===== src/logic/stepper_map.svh =====
// Register offsets, field positions and reset values of the step sequencer.
// Assumes inclusion by its bare name from design and test files.
`ifndef STEPPER_MAP_SVH
`define STEPPER_MAP_SVH

`define OFS_CHOPPER_CONFIG  4'h0
`define OFS_HOLD_RUN        4'h4
`define OFS_LOAD_CONFIG     4'h8
`define OFS_LOWER_VEL       4'hc
`define OFS_UPPER_VEL       5'h10
`define OFS_STATUS          5'h14

`define RST_CHOPPER_CONFIG  32'h0000_0000
`define RST_HOLD_RUN        32'h0000_1f08
`define RST_LOAD_CONFIG     32'h0000_0000
`define RST_LOWER_VEL       32'h0000_0000
`define RST_UPPER_VEL       32'h0000_0000

`define POS_RES             0
`define POS_DEDGE           4
`define POS_FILTER          5
`define POS_RAMP_OFF        6
`define POS_STANDSTILL_CURRENT_SCALE           0
`define POS_RUN_CURRENT_SCALE            8
`define POS_LOWER_LOAD_THRESHOLD           0
`define POS_CURRENT_INCREMENT_SETTING            5
`define POS_LOAD_HYSTERESIS_WIDTH           8
`define POS_CURRENT_DECREMENT_SETTING            13
`define POS_SEIMIN          15

`define RES_FULL            4'h8
`define LOAD_SCALE_SHIFT    5
`define FILTER_DIV          2'h3
`define TABLE_SIZE          1024

`endif


===== src/logic/stepper_pkg.sv =====
// Types shared by the step sequencer files.
// Assumes nothing of its surroundings.
`default_nettype none
package stepper_pkg;
  typedef logic [9:0]  ustep_t;
  typedef logic [4:0]  cscale_t;
  typedef logic [31:0] word_t;
  typedef logic signed [8:0] coil_t;
  typedef logic [19:0] interval_t;
endpackage
`default_nettype wire


===== src/logic/pin_sync.sv =====
// Three-stage synchroniser for one pin with agreement filter.
// Assumes an asynchronous pin and the core clock.
`default_nettype none
module pin_sync (
  input  wire logic core_clk,
  input  wire logic rst_n,
  input  wire logic pin,
  output logic      level
);
  logic s1_reg, s2_reg, s3_reg, level_reg;
  logic level_next;

  always_comb begin
    level_next = (s2_reg == s3_reg) ? s3_reg : level_reg;
  end

  always_ff @(posedge core_clk) begin
    if (!rst_n) begin
      s1_reg    <= 1'b0;
      s2_reg    <= 1'b0;
      s3_reg    <= 1'b0;
      level_reg <= 1'b0;
    end else begin
      s1_reg    <= pin;
      s2_reg    <= s1_reg;
      s3_reg    <= s2_reg;
      level_reg <= level_next;
    end
  end

  assign level = level_reg;
endmodule
`default_nettype wire


===== src/logic/sine_lookup.sv =====
// Sine lookup over one electrical revolution of 1024 positions.
// Assumes a registered consumer; the output is combinational.
`default_nettype none
module sine_lookup (
  input  wire stepper_pkg::ustep_t idx,
  output stepper_pkg::coil_t       value
);
  import stepper_pkg::*;
  localparam logic [32:0][7:0] QTAB = {
    8'hff, 8'hff, 8'hfe, 8'hfc, 8'hfa, 8'hf7, 8'hf4, 8'hf0, 8'hec,
    8'he7, 8'he1, 8'hdb, 8'hd4, 8'hcd, 8'hc5, 8'hbd, 8'hb4, 8'hab,
    8'ha2, 8'h98, 8'h8e, 8'h83, 8'h78, 8'h6d, 8'h62, 8'h56, 8'h4a,
    8'h3e, 8'h32, 8'h25, 8'h19, 8'h0d, 8'h00};
  logic [8:0] x;
  logic [7:0] lo, hi, mag;
  logic [10:0] span;

  always_comb begin
    x = idx[8] ? (9'h100 - {1'b0, idx[7:0]}) : {1'b0, idx[7:0]};
    lo = QTAB[x[8:3]];
    hi = (x[8:3] == 6'h20) ? lo : QTAB[x[8:3] + 6'h01];
    span = 11'(hi - lo) * 11'(x[2:0]);
    mag = lo + span[10:3];
    value = idx[9] ? -$signed({1'b0, mag}) : $signed({1'b0, mag});
  end
endmodule
`default_nettype wire


===== src/logic/step_sequencer.sv =====
// Step and direction sequencer with load-adaptive coil current scaling.
// Assumes an AXI4-Lite master on core_clk and load readings from logic on core_clk.
//
// Implementation choices: the placing of the registers and the AXI4-Lite interface to the registers.
`include "stepper_map.svh"
`default_nettype none
module step_sequencer (
  input  wire logic                 core_clk,
  input  wire logic                 rst_n,
  input  wire logic                 step_pin,
  input  wire logic                 dir_pin,
  input  wire logic [9:0]           load_measurement,
  input  wire logic                 load_valid,
  input  wire logic                 standstill,
  output stepper_pkg::ustep_t       ustep_position,
  output stepper_pkg::coil_t        coil_a_current,
  output stepper_pkg::coil_t        coil_b_current,
  output stepper_pkg::cscale_t      current_scale,
  output logic                      ramp_generator_enable,
  input  wire logic [5:0]           s_axi_awaddr,
  input  wire logic                 s_axi_awvalid,
  output logic                      s_axi_awready,
  input  wire logic [31:0]          s_axi_wdata,
  input  wire logic [3:0]           s_axi_wstrb,
  input  wire logic                 s_axi_wvalid,
  output logic                      s_axi_wready,
  output logic [1:0]                s_axi_bresp,
  output logic                      s_axi_bvalid,
  input  wire logic                 s_axi_bready,
  input  wire logic [5:0]           s_axi_araddr,
  input  wire logic                 s_axi_arvalid,
  output logic                      s_axi_arready,
  output logic [31:0]               s_axi_rdata,
  output logic [1:0]                s_axi_rresp,
  output logic                      s_axi_rvalid,
  input  wire logic                 s_axi_rready
);
  import stepper_pkg::*;

  // ****************************************
  // Register bus
  // ****************************************
  word_t chop_reg, chop_next, hr_reg, hr_next, lc_reg, lc_next;
  word_t lv_reg, lv_next, uv_reg, uv_next, rdata_reg, rdata_next;
  logic [5:0] awaddr_reg, awaddr_next;
  word_t wdata_reg, wdata_next;
  logic [3:0] wstrb_reg, wstrb_next;
  logic aw_full_reg, aw_full_next, w_full_reg, w_full_next;
  logic bvalid_reg, bvalid_next, rvalid_reg, rvalid_next;
  logic [1:0] bresp_reg, bresp_next, rresp_reg, rresp_next;
  ustep_t cnt_reg;
  cscale_t cs_reg;

  function automatic word_t merge(word_t old, word_t d, logic [3:0] s);
    word_t r;
    r = old;
    for (int i = 0; i < 4; i++) begin
      if (s[i]) begin
        r[8*i +: 8] = d[8*i +: 8];
      end
    end
    return r;
  endfunction

  assign s_axi_awready = !aw_full_reg && !bvalid_reg;
  assign s_axi_wready  = !w_full_reg && !bvalid_reg;
  assign s_axi_arready = !rvalid_reg;

  always_comb begin
    chop_next = chop_reg;
    hr_next = hr_reg;
    lc_next = lc_reg;
    lv_next = lv_reg;
    uv_next = uv_reg;
    awaddr_next = awaddr_reg;
    wdata_next = wdata_reg;
    wstrb_next = wstrb_reg;
    aw_full_next = aw_full_reg;
    w_full_next = w_full_reg;
    bvalid_next = bvalid_reg;
    bresp_next = bresp_reg;
    rvalid_next = rvalid_reg;
    rresp_next = rresp_reg;
    rdata_next = rdata_reg;
    if (s_axi_awvalid && s_axi_awready) begin
      awaddr_next = s_axi_awaddr;
      aw_full_next = 1'b1;
    end
    if (s_axi_wvalid && s_axi_wready) begin
      wdata_next = s_axi_wdata;
      wstrb_next = s_axi_wstrb;
      w_full_next = 1'b1;
    end
    if (aw_full_reg && w_full_reg) begin
      aw_full_next = 1'b0;
      w_full_next = 1'b0;
      bvalid_next = 1'b1;
      bresp_next = 2'b00;
      if (awaddr_reg[5:2] == `OFS_CHOPPER_CONFIG >> 2) begin
        chop_next = merge(chop_reg, wdata_reg, wstrb_reg) & 32'h0000_007f;
      end else if (awaddr_reg[5:2] == `OFS_HOLD_RUN >> 2) begin
        hr_next = merge(hr_reg, wdata_reg, wstrb_reg) & 32'h0000_1f1f;
      end else if (awaddr_reg[5:2] == `OFS_LOAD_CONFIG >> 2) begin
        lc_next = merge(lc_reg, wdata_reg, wstrb_reg) & 32'h0000_ff6f;
      end else if (awaddr_reg[5:2] == `OFS_LOWER_VEL >> 2) begin
        lv_next = merge(lv_reg, wdata_reg, wstrb_reg) & 32'h000f_ffff;
      end else if (awaddr_reg[5:2] == 4'(`OFS_UPPER_VEL >> 2)) begin
        uv_next = merge(uv_reg, wdata_reg, wstrb_reg) & 32'h000f_ffff;
      end else if (awaddr_reg[5:2] != 4'(`OFS_STATUS >> 2)) begin
        bresp_next = 2'b10;
      end
    end else if (bvalid_reg && s_axi_bready) begin
      bvalid_next = 1'b0;
    end
    if (s_axi_arvalid && s_axi_arready) begin
      rvalid_next = 1'b1;
      rresp_next = 2'b00;
      if (s_axi_araddr[5:2] == `OFS_CHOPPER_CONFIG >> 2) begin
        rdata_next = chop_reg;
      end else if (s_axi_araddr[5:2] == `OFS_HOLD_RUN >> 2) begin
        rdata_next = hr_reg;
      end else if (s_axi_araddr[5:2] == `OFS_LOAD_CONFIG >> 2) begin
        rdata_next = lc_reg;
      end else if (s_axi_araddr[5:2] == `OFS_LOWER_VEL >> 2) begin
        rdata_next = lv_reg;
      end else if (s_axi_araddr[5:2] == 4'(`OFS_UPPER_VEL >> 2)) begin
        rdata_next = uv_reg;
      end else if (s_axi_araddr[5:2] == 4'(`OFS_STATUS >> 2)) begin
        rdata_next = {11'h000, cs_reg, 6'h00, cnt_reg};
      end else begin
        rdata_next = 32'h0000_0000;
        rresp_next = 2'b10;
      end
    end else if (rvalid_reg && s_axi_rready) begin
      rvalid_next = 1'b0;
    end
  end

  always_ff @(posedge core_clk) begin
    if (!rst_n) begin
      chop_reg <= `RST_CHOPPER_CONFIG;
      hr_reg <= `RST_HOLD_RUN;
      lc_reg <= `RST_LOAD_CONFIG;
      lv_reg <= `RST_LOWER_VEL;
      uv_reg <= `RST_UPPER_VEL;
      awaddr_reg <= 6'h00;
      wdata_reg <= 32'h0000_0000;
      wstrb_reg <= 4'h0;
      aw_full_reg <= 1'b0;
      w_full_reg <= 1'b0;
      bvalid_reg <= 1'b0;
      bresp_reg <= 2'b00;
      rvalid_reg <= 1'b0;
      rresp_reg <= 2'b00;
      rdata_reg <= 32'h0000_0000;
    end else begin
      chop_reg <= chop_next;
      hr_reg <= hr_next;
      lc_reg <= lc_next;
      lv_reg <= lv_next;
      uv_reg <= uv_next;
      awaddr_reg <= awaddr_next;
      wdata_reg <= wdata_next;
      wstrb_reg <= wstrb_next;
      aw_full_reg <= aw_full_next;
      w_full_reg <= w_full_next;
      bvalid_reg <= bvalid_next;
      bresp_reg <= bresp_next;
      rvalid_reg <= rvalid_next;
      rresp_reg <= rresp_next;
      rdata_reg <= rdata_next;
    end
  end

  assign s_axi_bvalid = bvalid_reg;
  assign s_axi_bresp = bresp_reg;
  assign s_axi_rvalid = rvalid_reg;
  assign s_axi_rresp = rresp_reg;
  assign s_axi_rdata = rdata_reg;
  assign ramp_generator_enable = !chop_reg[`POS_RAMP_OFF];

  // ****************************************
  // Microstep sequencer
  // ****************************************
  logic step_level, dir_level, step_prev_reg, step_edge;
  logic [3:0] res_cfg, res_reg;
  ustep_t cnt_next, width, half, base;
  coil_t coil_a_reg, coil_b_reg, sin_a, sin_b;

  pin_sync u_step_sync (.core_clk(core_clk), .rst_n(rst_n), .pin(step_pin),
                        .level(step_level));
  pin_sync u_dir_sync (.core_clk(core_clk), .rst_n(rst_n), .pin(dir_pin),
                       .level(dir_level));

  always_comb begin
    res_cfg = (chop_reg[3:0] > `RES_FULL) ? `RES_FULL : chop_reg[3:0];
    step_edge = (step_level != step_prev_reg) &&
                (step_level || chop_reg[`POS_DEDGE]);
    width = ustep_t'(1) << res_cfg;
    half = width >> 1;
    base = cnt_reg;
    if (res_cfg != res_reg) begin
      base = ((cnt_reg + (half >> 1)) - half) & ~(width - ustep_t'(1));
      base = base + half;
    end
    cnt_next = base;
    if (step_edge) begin
      cnt_next = dir_level ? base - width : base + width;
    end
  end

  always_ff @(posedge core_clk) begin
    if (!rst_n) begin
      step_prev_reg <= 1'b0;
      res_reg <= 4'h0;
      cnt_reg <= 10'h000;
      coil_a_reg <= 9'sh000;
      coil_b_reg <= 9'sh000;
    end else begin
      step_prev_reg <= step_level;
      res_reg <= res_cfg;
      cnt_reg <= cnt_next;
      coil_a_reg <= sin_a;
      coil_b_reg <= sin_b;
    end
  end

  sine_lookup u_sin_a (.idx(cnt_reg), .value(sin_a));
  sine_lookup u_sin_b (.idx(cnt_reg + 10'h100), .value(sin_b));

  assign ustep_position = cnt_reg;
  assign coil_a_current = coil_a_reg;
  assign coil_b_current = coil_b_reg;

  // ****************************************
  // Load-adaptive current scaling
  // ****************************************
  interval_t ivl_cnt_reg, ivl_cnt_next, ivl_reg, ivl_next;
  logic [1:0] phase_reg, phase_next;
  logic [5:0] dec_reg, dec_next, dec_need;
  cscale_t cs_next, run_current_scale, standstill_current_scale, floor_cs;
  logic [9:0] lower_thr, upper_thr;
  logic [4:0] inc_w;
  logic [5:0] inc_sum;
  logic active, take;

  always_comb begin
    run_current_scale = hr_reg[`POS_RUN_CURRENT_SCALE +: 5];
    standstill_current_scale = hr_reg[`POS_STANDSTILL_CURRENT_SCALE +: 5];
    floor_cs = lc_reg[`POS_SEIMIN] ? run_current_scale >> 2 : run_current_scale >> 1;
    lower_thr = 10'(lc_reg[`POS_LOWER_LOAD_THRESHOLD +: 4]) << `LOAD_SCALE_SHIFT;
    upper_thr = (10'(lc_reg[`POS_LOWER_LOAD_THRESHOLD +: 4]) + 10'(lc_reg[`POS_LOAD_HYSTERESIS_WIDTH +: 4]) + 10'h001)
                << `LOAD_SCALE_SHIFT;
    inc_w = 5'h01 << lc_reg[`POS_CURRENT_INCREMENT_SETTING +: 2];
    case (lc_reg[`POS_CURRENT_DECREMENT_SETTING +: 2])
      2'h0: dec_need = 6'h20;
      2'h1: dec_need = 6'h08;
      2'h2: dec_need = 6'h02;
      default: dec_need = 6'h01;
    endcase
    active = !standstill && (lower_thr != 10'h000) &&
             (ivl_reg <= lv_reg[19:0]) && (ivl_reg > uv_reg[19:0]);
    take = load_valid && (!chop_reg[`POS_FILTER] || phase_reg == `FILTER_DIV);
    phase_next = load_valid ? phase_reg + 2'h1 : phase_reg;
    ivl_cnt_next = step_edge ? 20'h00000 :
                   (&ivl_cnt_reg ? ivl_cnt_reg : ivl_cnt_reg + 20'h00001);
    ivl_next = step_edge ? ivl_cnt_reg : (&ivl_cnt_reg ? ivl_cnt_reg : ivl_reg);
    inc_sum = {1'b0, cs_reg} + {1'b0, inc_w};
    dec_next = dec_reg;
    cs_next = cs_reg;
    if (!active) begin
      cs_next = standstill ? standstill_current_scale : run_current_scale;
      dec_next = 6'h00;
    end else begin
      if (take && load_measurement < lower_thr) begin
        cs_next = (inc_sum > {1'b0, run_current_scale}) ? run_current_scale : inc_sum[4:0];
        dec_next = 6'h00;
      end else if (take && load_measurement >= upper_thr) begin
        if (dec_reg + 6'h01 >= dec_need) begin
          dec_next = 6'h00;
          cs_next = (cs_reg > floor_cs) ? cs_reg - 5'h01 : floor_cs;
        end else begin
          dec_next = dec_reg + 6'h01;
        end
      end
      if (cs_next > run_current_scale) begin
        cs_next = run_current_scale;
      end else if (cs_next < floor_cs) begin
        cs_next = floor_cs;
      end
    end
  end

  always_ff @(posedge core_clk) begin
    if (!rst_n) begin
      ivl_cnt_reg <= 20'h00000;
      ivl_reg <= 20'hfffff;
      phase_reg <= 2'h0;
      dec_reg <= 6'h00;
      cs_reg <= 5'h00;
    end else begin
      ivl_cnt_reg <= ivl_cnt_next;
      ivl_reg <= ivl_next;
      phase_reg <= phase_next;
      dec_reg <= dec_next;
      cs_reg <= cs_next;
    end
  end

  assign current_scale = cs_reg;
endmodule
`default_nettype wire


===== config.mk =====
export PLATFORM = sky130hd
export DESIGN_NAME = step_sequencer
export DESIGN_NICKNAME = d
export VERILOG_FILES = /design/src/logic/stepper_pkg.sv /design/src/logic/pin_sync.sv /design/src/logic/sine_lookup.sv /design/src/logic/step_sequencer.sv
export VERILOG_INCLUDE_DIRS = /design/src /design/src/logic
export SDC_FILE = /design/constraint.sdc
export NUM_CORES = 1
export LEC_CHECK = 0
export ABC_CLOCK_PERIOD_IN_PS = 10600
export BUFFER_PORTS_ARGS = -buffer_cell sky130_fd_sc_hd__clkbuf_2
export CORE_MARGIN = 1.5
export CORE_UTILIZATION = 42
export CTS_BUF_LIST = sky130_fd_sc_hd__clkbuf_2 sky130_fd_sc_hd__clkbuf_4 sky130_fd_sc_hd__clkbuf_8
export DETAILED_ROUTE_END_ITERATION = 10
export GPL_ROUTABILITY_DRIVEN = 0
export PLACE_DENSITY = 0.64
export RECOVER_POWER = 100
export SLEW_MARGIN = 5
export SYNTH_ARGS = -nofsm -noshare
export SYNTH_HDL_FRONTEND = slang
export SYNTH_HIERARCHICAL = 1
export SYNTH_SLANG_ARGS = --single-unit

===== constraint.sdc =====
create_clock -name core_clk -period 10.6 [get_ports core_clk]
set_clock_uncertainty 0.2 [all_clocks]
set_input_delay 1.06 -clock core_clk [delete_from_list [all_inputs] [get_ports core_clk]]
set_output_delay 1.06 -clock core_clk [all_outputs]
set_load 0.005 [all_outputs]

Word-level counts from Yosys, hierarchy flattened
Memory sizes are Yosys's and may differ from the RTL's.
Cells that the tools add are included.
{"block": "op_classes", "addsub": 24, "multipliers": 2, "order_cmp": 14, "eq_ne": 19, "n_shift": 2, "mux": 51, "bitwise": 8, "reduce_logical": 48}
{"op": "21-bit two-way mux", "n": 6}
{"op": "8-bit two-way mux", "n": 8}
{"op": "5-bit two-way mux", "n": 10}
{"op": "20-bit two-way mux", "n": 2}
{"op": "10-bit two-way mux", "n": 3}
{"op": "6-bit by 7-bit < comparator with 1-bit output, second input constant", "n": 4}
{"op": "2-bit two-way mux", "n": 12}
{"op": "11-bit by 3-bit multiplier with 11-bit output", "n": 2}
{"op": "7-bit AND reduction", "n": 3}
{"op": "20-bit by 1-bit adder with 20-bit output, second input constant", "n": 1}
{"op": "20-bit greater-than comparator", "n": 1}
{"op": "20-bit less-or-equal comparator", "n": 1}
{"op": "20-bit AND reduction", "n": 1}
{"op": "6-bit by 1-bit adder with 6-bit output, second input constant", "n": 3}
{"op": "9-bit two-way mux", "n": 2}
{"op": "8-bit negator with 9-bit output", "n": 2}
{"op": "6-bit one-hot mux with 3 select lines", "n": 1}
{"op": "6-bit AND reduction", "n": 3}
{"op": "8-bit by 8-bit subtractor with 9-bit output", "n": 2}
{"op": "9-bit by 8-bit subtractor with 9-bit output, first input constant", "n": 2}
{"op": "8-bit adder", "n": 2}
{"op": "4-bit by 2-bit == test with 1-bit output, second input constant", "n": 4}
{"op": "1-bit logical AND", "n": 15}
{"op": "4-bit by 3-bit == test with 1-bit output, second input constant", "n": 3}
{"op": "48 further kinds", "n": 75}
{"block": "word_totals", "regBits": 234, "romBits": 2048, "input_bits": 69, "out_inout_bits": 75, "wordCells": 213, "memories": 4}
{"memory": "(name not given)", "words": 64, "word_bits": 8, "read_ports": 1, "rd_clocked_by_memory_dff": 0, "write_ports": 0, "line": "sine_lookup.sv:21", "rtl": "hi = (x[8:3] == 6'h20) ? lo : QTAB[x[8:3] + 6'h01];"}
{"memory": "(name not given)", "words": 64, "word_bits": 8, "read_ports": 1, "rd_clocked_by_memory_dff": 0, "write_ports": 0, "line": "sine_lookup.sv:20", "rtl": "lo = QTAB[x[8:3]];"}
{"memory": "(name not given)", "words": 64, "word_bits": 8, "read_ports": 1, "rd_clocked_by_memory_dff": 0, "write_ports": 0, "line": "sine_lookup.sv:21"}
{"memory": "(name not given)", "words": 64, "word_bits": 8, "read_ports": 1, "rd_clocked_by_memory_dff": 0, "write_ports": 0, "line": "sine_lookup.sv:20"}

Logic depth before layout (Yosys ltp)
{"block": "logic_depth", "word_depth": 12, "mapped_depth": 40, "mapped_depth_nobuf": 38}

Cells and area by module
The synthesis kept the hierarchy.
{"module": "step_sequencer", "instances": 1, "cells_each": 1539, "area_per_inst_um2": 12663.4, "seq_area_each_um2": 4224.1}
{"module": "sine_lookup (u_sin_b)", "instances": 1, "cells_each": 360, "area_per_inst_um2": 2638.8, "seq_area_each_um2": 0.0}
{"module": "sine_lookup (u_sin_a)", "instances": 1, "cells_each": 369, "area_per_inst_um2": 2583.7, "seq_area_each_um2": 0.0}
{"module": "pin_sync", "instances": 2, "cells_each": 10, "area_per_inst_um2": 116.4, "seq_area_each_um2": 80.1}

Least setup slack after synthesis
OpenSTA, ideal clock, no wires.
{"block": "synth_timing", "kind": "reg-to-reg", "from": "register cnt_reg[0] (netlist: ustep_position[0])", "to": "register coil_a_reg[8] (netlist: coil_a_current[8])", "setup_ps": 115, "arrival_time_ps": 7605, "t_required_ps": 10285, "path_slack_ps": 2680, "path_stages_with_launch": 32, "n_path_buf": 3, "period_less_slack_ps": 7920, "path_cell_list": "dfxtp_1 -> clkbuf_1 -> inv_1 -> ha_1 -> nand2_1 -> o21ai_0 -> xnor2_1 -> ha_1 -> clkbuf_1 -> inv_1 -> a221oi_1 -> xnor2_1 -> buf_2 -> o22ai_1 -> a32o_1 -> ha_1 -> fa_1 -> xnor2_1 -> nand2_1 -> fa_1 -> nor3b_1 -> nor2b_1 -> fa_1 -> ha_1 -> fa_1 -> a21o_1 -> a21oi_1 -> xnor2_1 -> or2_2 -> or3_1 -> o31a_1 -> and2_1"}
{"block": "synth_via", "elab_chain_cells": 10, "elab_cells_between_ends": 13, "cone_classes": "add/sub (5); mul (1); eq/ne (1); mux (4); memory (2)"}
{"item": "from (decl)", "line": "step_sequencer.sv:51", "rtl": "ustep_t cnt_reg;"}
{"item": "from (signal assigned)", "line": "step_sequencer.sv:222", "rtl": "cnt_reg <= cnt_next;"}
{"item": "9-bit by 8-bit subtractor with 9-bit output", "line": "sine_lookup.sv:19", "rtl": "x = idx[8] ? (9'h100 - {1'b0, idx[7:0]}) : {1'b0, idx[7:0]};"}
{"item": "9-bit two-way mux *", "line": "sine_lookup.sv:19"}
{"item": "6-bit by 1-bit adder with 6-bit output", "line": "sine_lookup.sv:21"}
{"item": "memory read 64 x 8 bit"}
{"item": "8-bit two-way mux (not written as such)", "line": "sine_lookup.sv:21"}
{"item": "8-bit two-way mux", "line": "sine_lookup.sv:21"}
{"item": "8-bit by 8-bit subtractor with 9-bit output", "line": "sine_lookup.sv:22", "rtl": "span = 11'(hi - lo) * 11'(x[2:0]);"}
{"item": "11-bit by 3-bit multiplier with 11-bit output", "line": "sine_lookup.sv:22"}
{"item": "8-bit adder *", "line": "sine_lookup.sv:23", "rtl": "mag = lo + span[10:3];"}
{"item": "8-bit negator with 9-bit output *", "line": "sine_lookup.sv:24", "rtl": "value = idx[9] ? -$signed({1'b0, mag}) : $signed({1'b0, mag});"}
{"item": "to (signal assigned)", "line": "step_sequencer.sv:223", "rtl": "coil_a_reg <= sin_a;"}
{"item": "to (decl)", "line": "step_sequencer.sv:188", "rtl": "coil_t coil_a_reg, coil_b_reg, sin_a, sin_b;"}
Mark *: on every way between the ends. The rest lies on a longest branch, timed or not. The select of a mux whose other input is x is not followed.
A chain may end at the register's enable or synchronous reset.

Worst setup path after layout
{"block": "layout_timing", "from": "register cnt_reg[8] (netlist: ustep_position[8])", "to": "register coil_b_reg[7] (netlist: coil_b_current[7])"}
{"block": "layout_via", "elab_chain_cells": 11, "elab_cells_between_ends": 14, "cone_classes": "add/sub (5); mul (1); eq/ne (1); mux (5); memory (2)"}
{"item": "10-bit by 9-bit adder with 10-bit output *", "line": "step_sequencer.sv:229", "rtl": "sine_lookup u_sin_b (.idx(cnt_reg + 10'h100), .value(sin_b));"}
{"item": "9-bit two-way mux", "line": "sine_lookup.sv:19"}
{"item": "6-bit by 1-bit adder with 6-bit output", "line": "sine_lookup.sv:21"}
{"item": "memory read 64 x 8 bit"}
{"item": "8-bit two-way mux (not written as such)", "line": "sine_lookup.sv:21"}
{"item": "8-bit two-way mux", "line": "sine_lookup.sv:21"}
{"item": "8-bit by 8-bit subtractor with 9-bit output", "line": "sine_lookup.sv:22"}
{"item": "11-bit by 3-bit multiplier with 11-bit output", "line": "sine_lookup.sv:22"}
{"item": "8-bit adder", "line": "sine_lookup.sv:23"}
{"item": "8-bit negator with 9-bit output", "line": "sine_lookup.sv:24"}
{"item": "8-bit two-way mux *", "line": "sine_lookup.sv:24"}
{"item": "named net sin_b[7]", "line": "step_sequencer.sv:188"}
{"item": "to (signal assigned)", "line": "step_sequencer.sv:224", "rtl": "coil_b_reg <= sin_b;"}
{"item": "to (decl)", "line": "step_sequencer.sv:188"}
The timed path passes the listed nets; every way through them passes the cells marked *. The select of a mux whose other input is x is not followed.

==> flow_metrics.py <==
metrics = {
    "sta": {
        "min_period_ns": 9.14,
        "max_slew.worst_pin.slew_ns": 2.87,
        "tns_ns": 0,
        "fmax_mhz": 109,
        "rsz0062_at_grt": "no",
        "slew_viol_final": 202,
        "relSlewSlack": -0.911,
        "setup_viol": 0,
        "final-hold-violation-count": 0,
        "period_share": 0.862,
    },
    "status": {
        "status": "finished with violations",
        "failed_checks": "max-capacitance violations, max-slew violations",
    },
    "cts": {
        "numCtsBuffers": 41,
        "clkTransAtPathRegs_ns": 0.06,
        "clk_latency_ns": 0.60,
        "clockRootBuffer": "clkbuf_8",
        "cts_sinks": 219,
        "clk_path_buf_depth": 3,
        "tritoncts": "done",
        "ctsHoldBuffers": 0,
        "cts_max_level": 2,
        "cts_repair_resize_count": 0,
        "post_cts_buffers": 0,
    },
    "setup_path": {
        "worstRegToRegCells": 34,
        "rrSetupSlack_ns": 1.46,
        "critical_path_class": "reg2reg",
        "start_kind": "flop",
        "end_kind": "flop",
        "reg2reg_from": "ustep_position[8]$_SDFF_PN0_",
        "cp_slowest_cell": "xnor2_1",
        "path_max_fanout": 16,
        "cp.required_ns": 10.93,
        "critPathMostFrequentCell": "inv_1",
        "regToRegEndpoint": "coil_b_current[7]$_SDFF_PN0_",
        "arrival_ns": 9.47,
        "slowest_delay_ns": 0.61,
    },
    "grt": {
        "grt_antenna_before_repair": 0,
        "grt_pass1_wl_um": 81700,
        "grt_pass1_vias": 16200,
        "grt_usage": 0.228,
        "grt_overflow": 0,
        "grt_max_degree": 66,
    },
    "floorplanning": {
        "initial_core_util": 0.429,
        "core-area_um2": 42200,
        "io_pins": 144,
        "die_y_um": 211,
        "fp.dieArea_um2": 44400,
        "row_count": 75,
        "die_w_um": 211,
    },
    "synth": {
        "synth.cells.most_frequent": "268 x nand2_1, 219 x dfxtp_1, 213 x nor2_1",
        "synth.avg_cell_area_um2": 7.92,
        "synth_ff_type": "dfxtp_1",
        "synth_area_um2": 18100,
        "synth_area_leaders": "dfxtp_1 24%, ha_1 13%, nand2_1 5.6%",
        "yosysMostFrequentCell": "nand2_1",
        "yosys_warnings": 6,
        "async_flop_share": 0,
        "synth.distinct_cells": 102,
        "synthCells": 2288,
        "yosysSeqAreaShare": 0.242,
        "ys_ff_latch": 219,
        "synth_edf_count": 0,
        "synth.largest_area_cell": "dfxtp_1",
        "netlist.area_leader.share": 0.242,
    },
    "routing": {
        "vias": 16600,
        "routedWlPerCell_um": 17.5,
        "viasPerCell": 5.67,
        "drc_errors": 0,
        "drt_wl_total_um": 51200,
        "drt_iter0_markers": 1220,
        "ant_nets": 0,
        "first_pass_iters": 5,
    },
    "layout": {
        "final_layout_size_suffix_gt1_frac": 0.0924,
        "diodes": 0,
        "fin_nets": 2657,
        "largest_register_ffs": 21,
        "syn2layout_area_growth_pct": 9.65,
        "fin_cells": 2930,
    },
    "min_path": {
        "holdPathEnd": "u_dir_sync/s2_reg$_SDFF_PN0_",
        "hp-class": "reg2reg",
        "hold_depth": 1,
        "hold_start": "u_dir_sync/s1_reg$_SDFF_PN0_",
    },
    "power": {
        "powerDensity_nw_per_um2": 99.4,
        "peakVddDrop_mv": 0.101,
        "power.leakage_nw": 8.92,
    },
    "job": {
        "maxCapViolCount": 4,
    },
    "placement": {
        "dp_hpwl_um": 38500,
        "place_inst": 2862,
        "port_buffers": 113,
    },
}
metrics by stage:
step	hold slack [ns]	cell area (µm²)	setup slack, ns	util	total power [mW]
floorplan	0.206	18200	2.68	-	1.02
global placement	0.210	19000	1.60	0.451	1.08
detailed placement	0.213	19000	1.52	0.451	1.08
CTS	0.235	19900	1.49	0.472	2.00
global route	0.252	19900	0.713	0.470	2.05
finish	0.229	19900	1.46	0.470	1.97
critical path: cells and delay by family (launching register included):
family	cells	cell delay [ns]
fa+ha+maj	5	1.80
flops	1	0.58
compound gates	11	2.76
xor+xnor	4	1.19
simple gates	9	1.56
buf+inv	5	0.96
layer usage:
layer	GRT usage	part of all wire
met1	0.285	0.43
met2	0.386	0.47
met3	0.0294	0.055
met4	0.112	0.042
met5	0	0
worst max path at each step:
| stage | startpoint | end | slack, ns | cells after the start |
|---|---|---|---|---|
| floorplan | ustep_position[0]$_SDFF_PN0_ | coil_a_current[8]$_SDFF_PN0_ | 2.68 | 31 |
| global placement | ustep_position[8]$_SDFF_PN0_ | coil_b_current[7]$_SDFF_PN0_ | 1.60 | 35 |
| detailed placement | ustep_position[8]$_SDFF_PN0_ | coil_b_current[7]$_SDFF_PN0_ | 1.52 | 35 |
| CTS | ustep_position[8]$_SDFF_PN0_ | coil_b_current[7]$_SDFF_PN0_ | 1.49 | 35 |
| global route | ustep_position[8]$_SDFF_PN0_ | coil_b_current[7]$_SDFF_PN0_ | 0.71 | 34 |
| finish | ustep_position[8]$_SDFF_PN0_ | coil_b_current[7]$_SDFF_PN0_ | 1.46 | 34 |
cell families after synthesis:
family / synth area share
AO/OA/AOI/OAI: 0.196
flip-flops: 0.242
adder cells (fa/ha/maj): 0.167
multiplexers: 0.0573
other: 0.000414
XOR/XNOR: 0.0631
AND/OR/NAND/NOR: 0.211
buffers and inverters: 0.0633
final cells by class:
class | instances | area [µm²]
clock buffer | 59 | 762
clock inverter | 9 | 134
fill | 4218 | 22400
inverter | 182 | 686
multi-input combinational | 1796 | 12600
sequential | 219 | 4380
tap | 539 | 674
timing repair buffer | 126 | 612
where the power goes:
part           total (mW)  switching, mW  internal [mW]
Sequential          0.868         0.0235          0.845
Clock               0.908          0.374          0.534
Combinational       0.199          0.123         0.0751
Total                1.97          0.521           1.45
cell usage in the layout, fill, tap and decap left out, types with 16 or more instances in the layout:
cell type,n
nand2_1,269
dfxtp_1,219
nor2_1,213
ha_1,189
inv_1,177
a21oi_1,164
o21ai_0,106
mux2i_1,90
clkbuf_2,81
xnor2_1,72
nand3_1,68
clkbuf_8,51
nor3_1,40
xor2_1,36
clkbuf_1,34
fa_1,33
nand2b_1,32
nor2b_1,32
a21o_1,27
and2_1,22
a221oi_1,21
a211oi_1,21
a31oi_1,19
o21a_1,19
o211ai_1,17
nand4_1,16
and3_1,16
or3_1,16
Note: power is estimated with default switching activity, not from simulation.
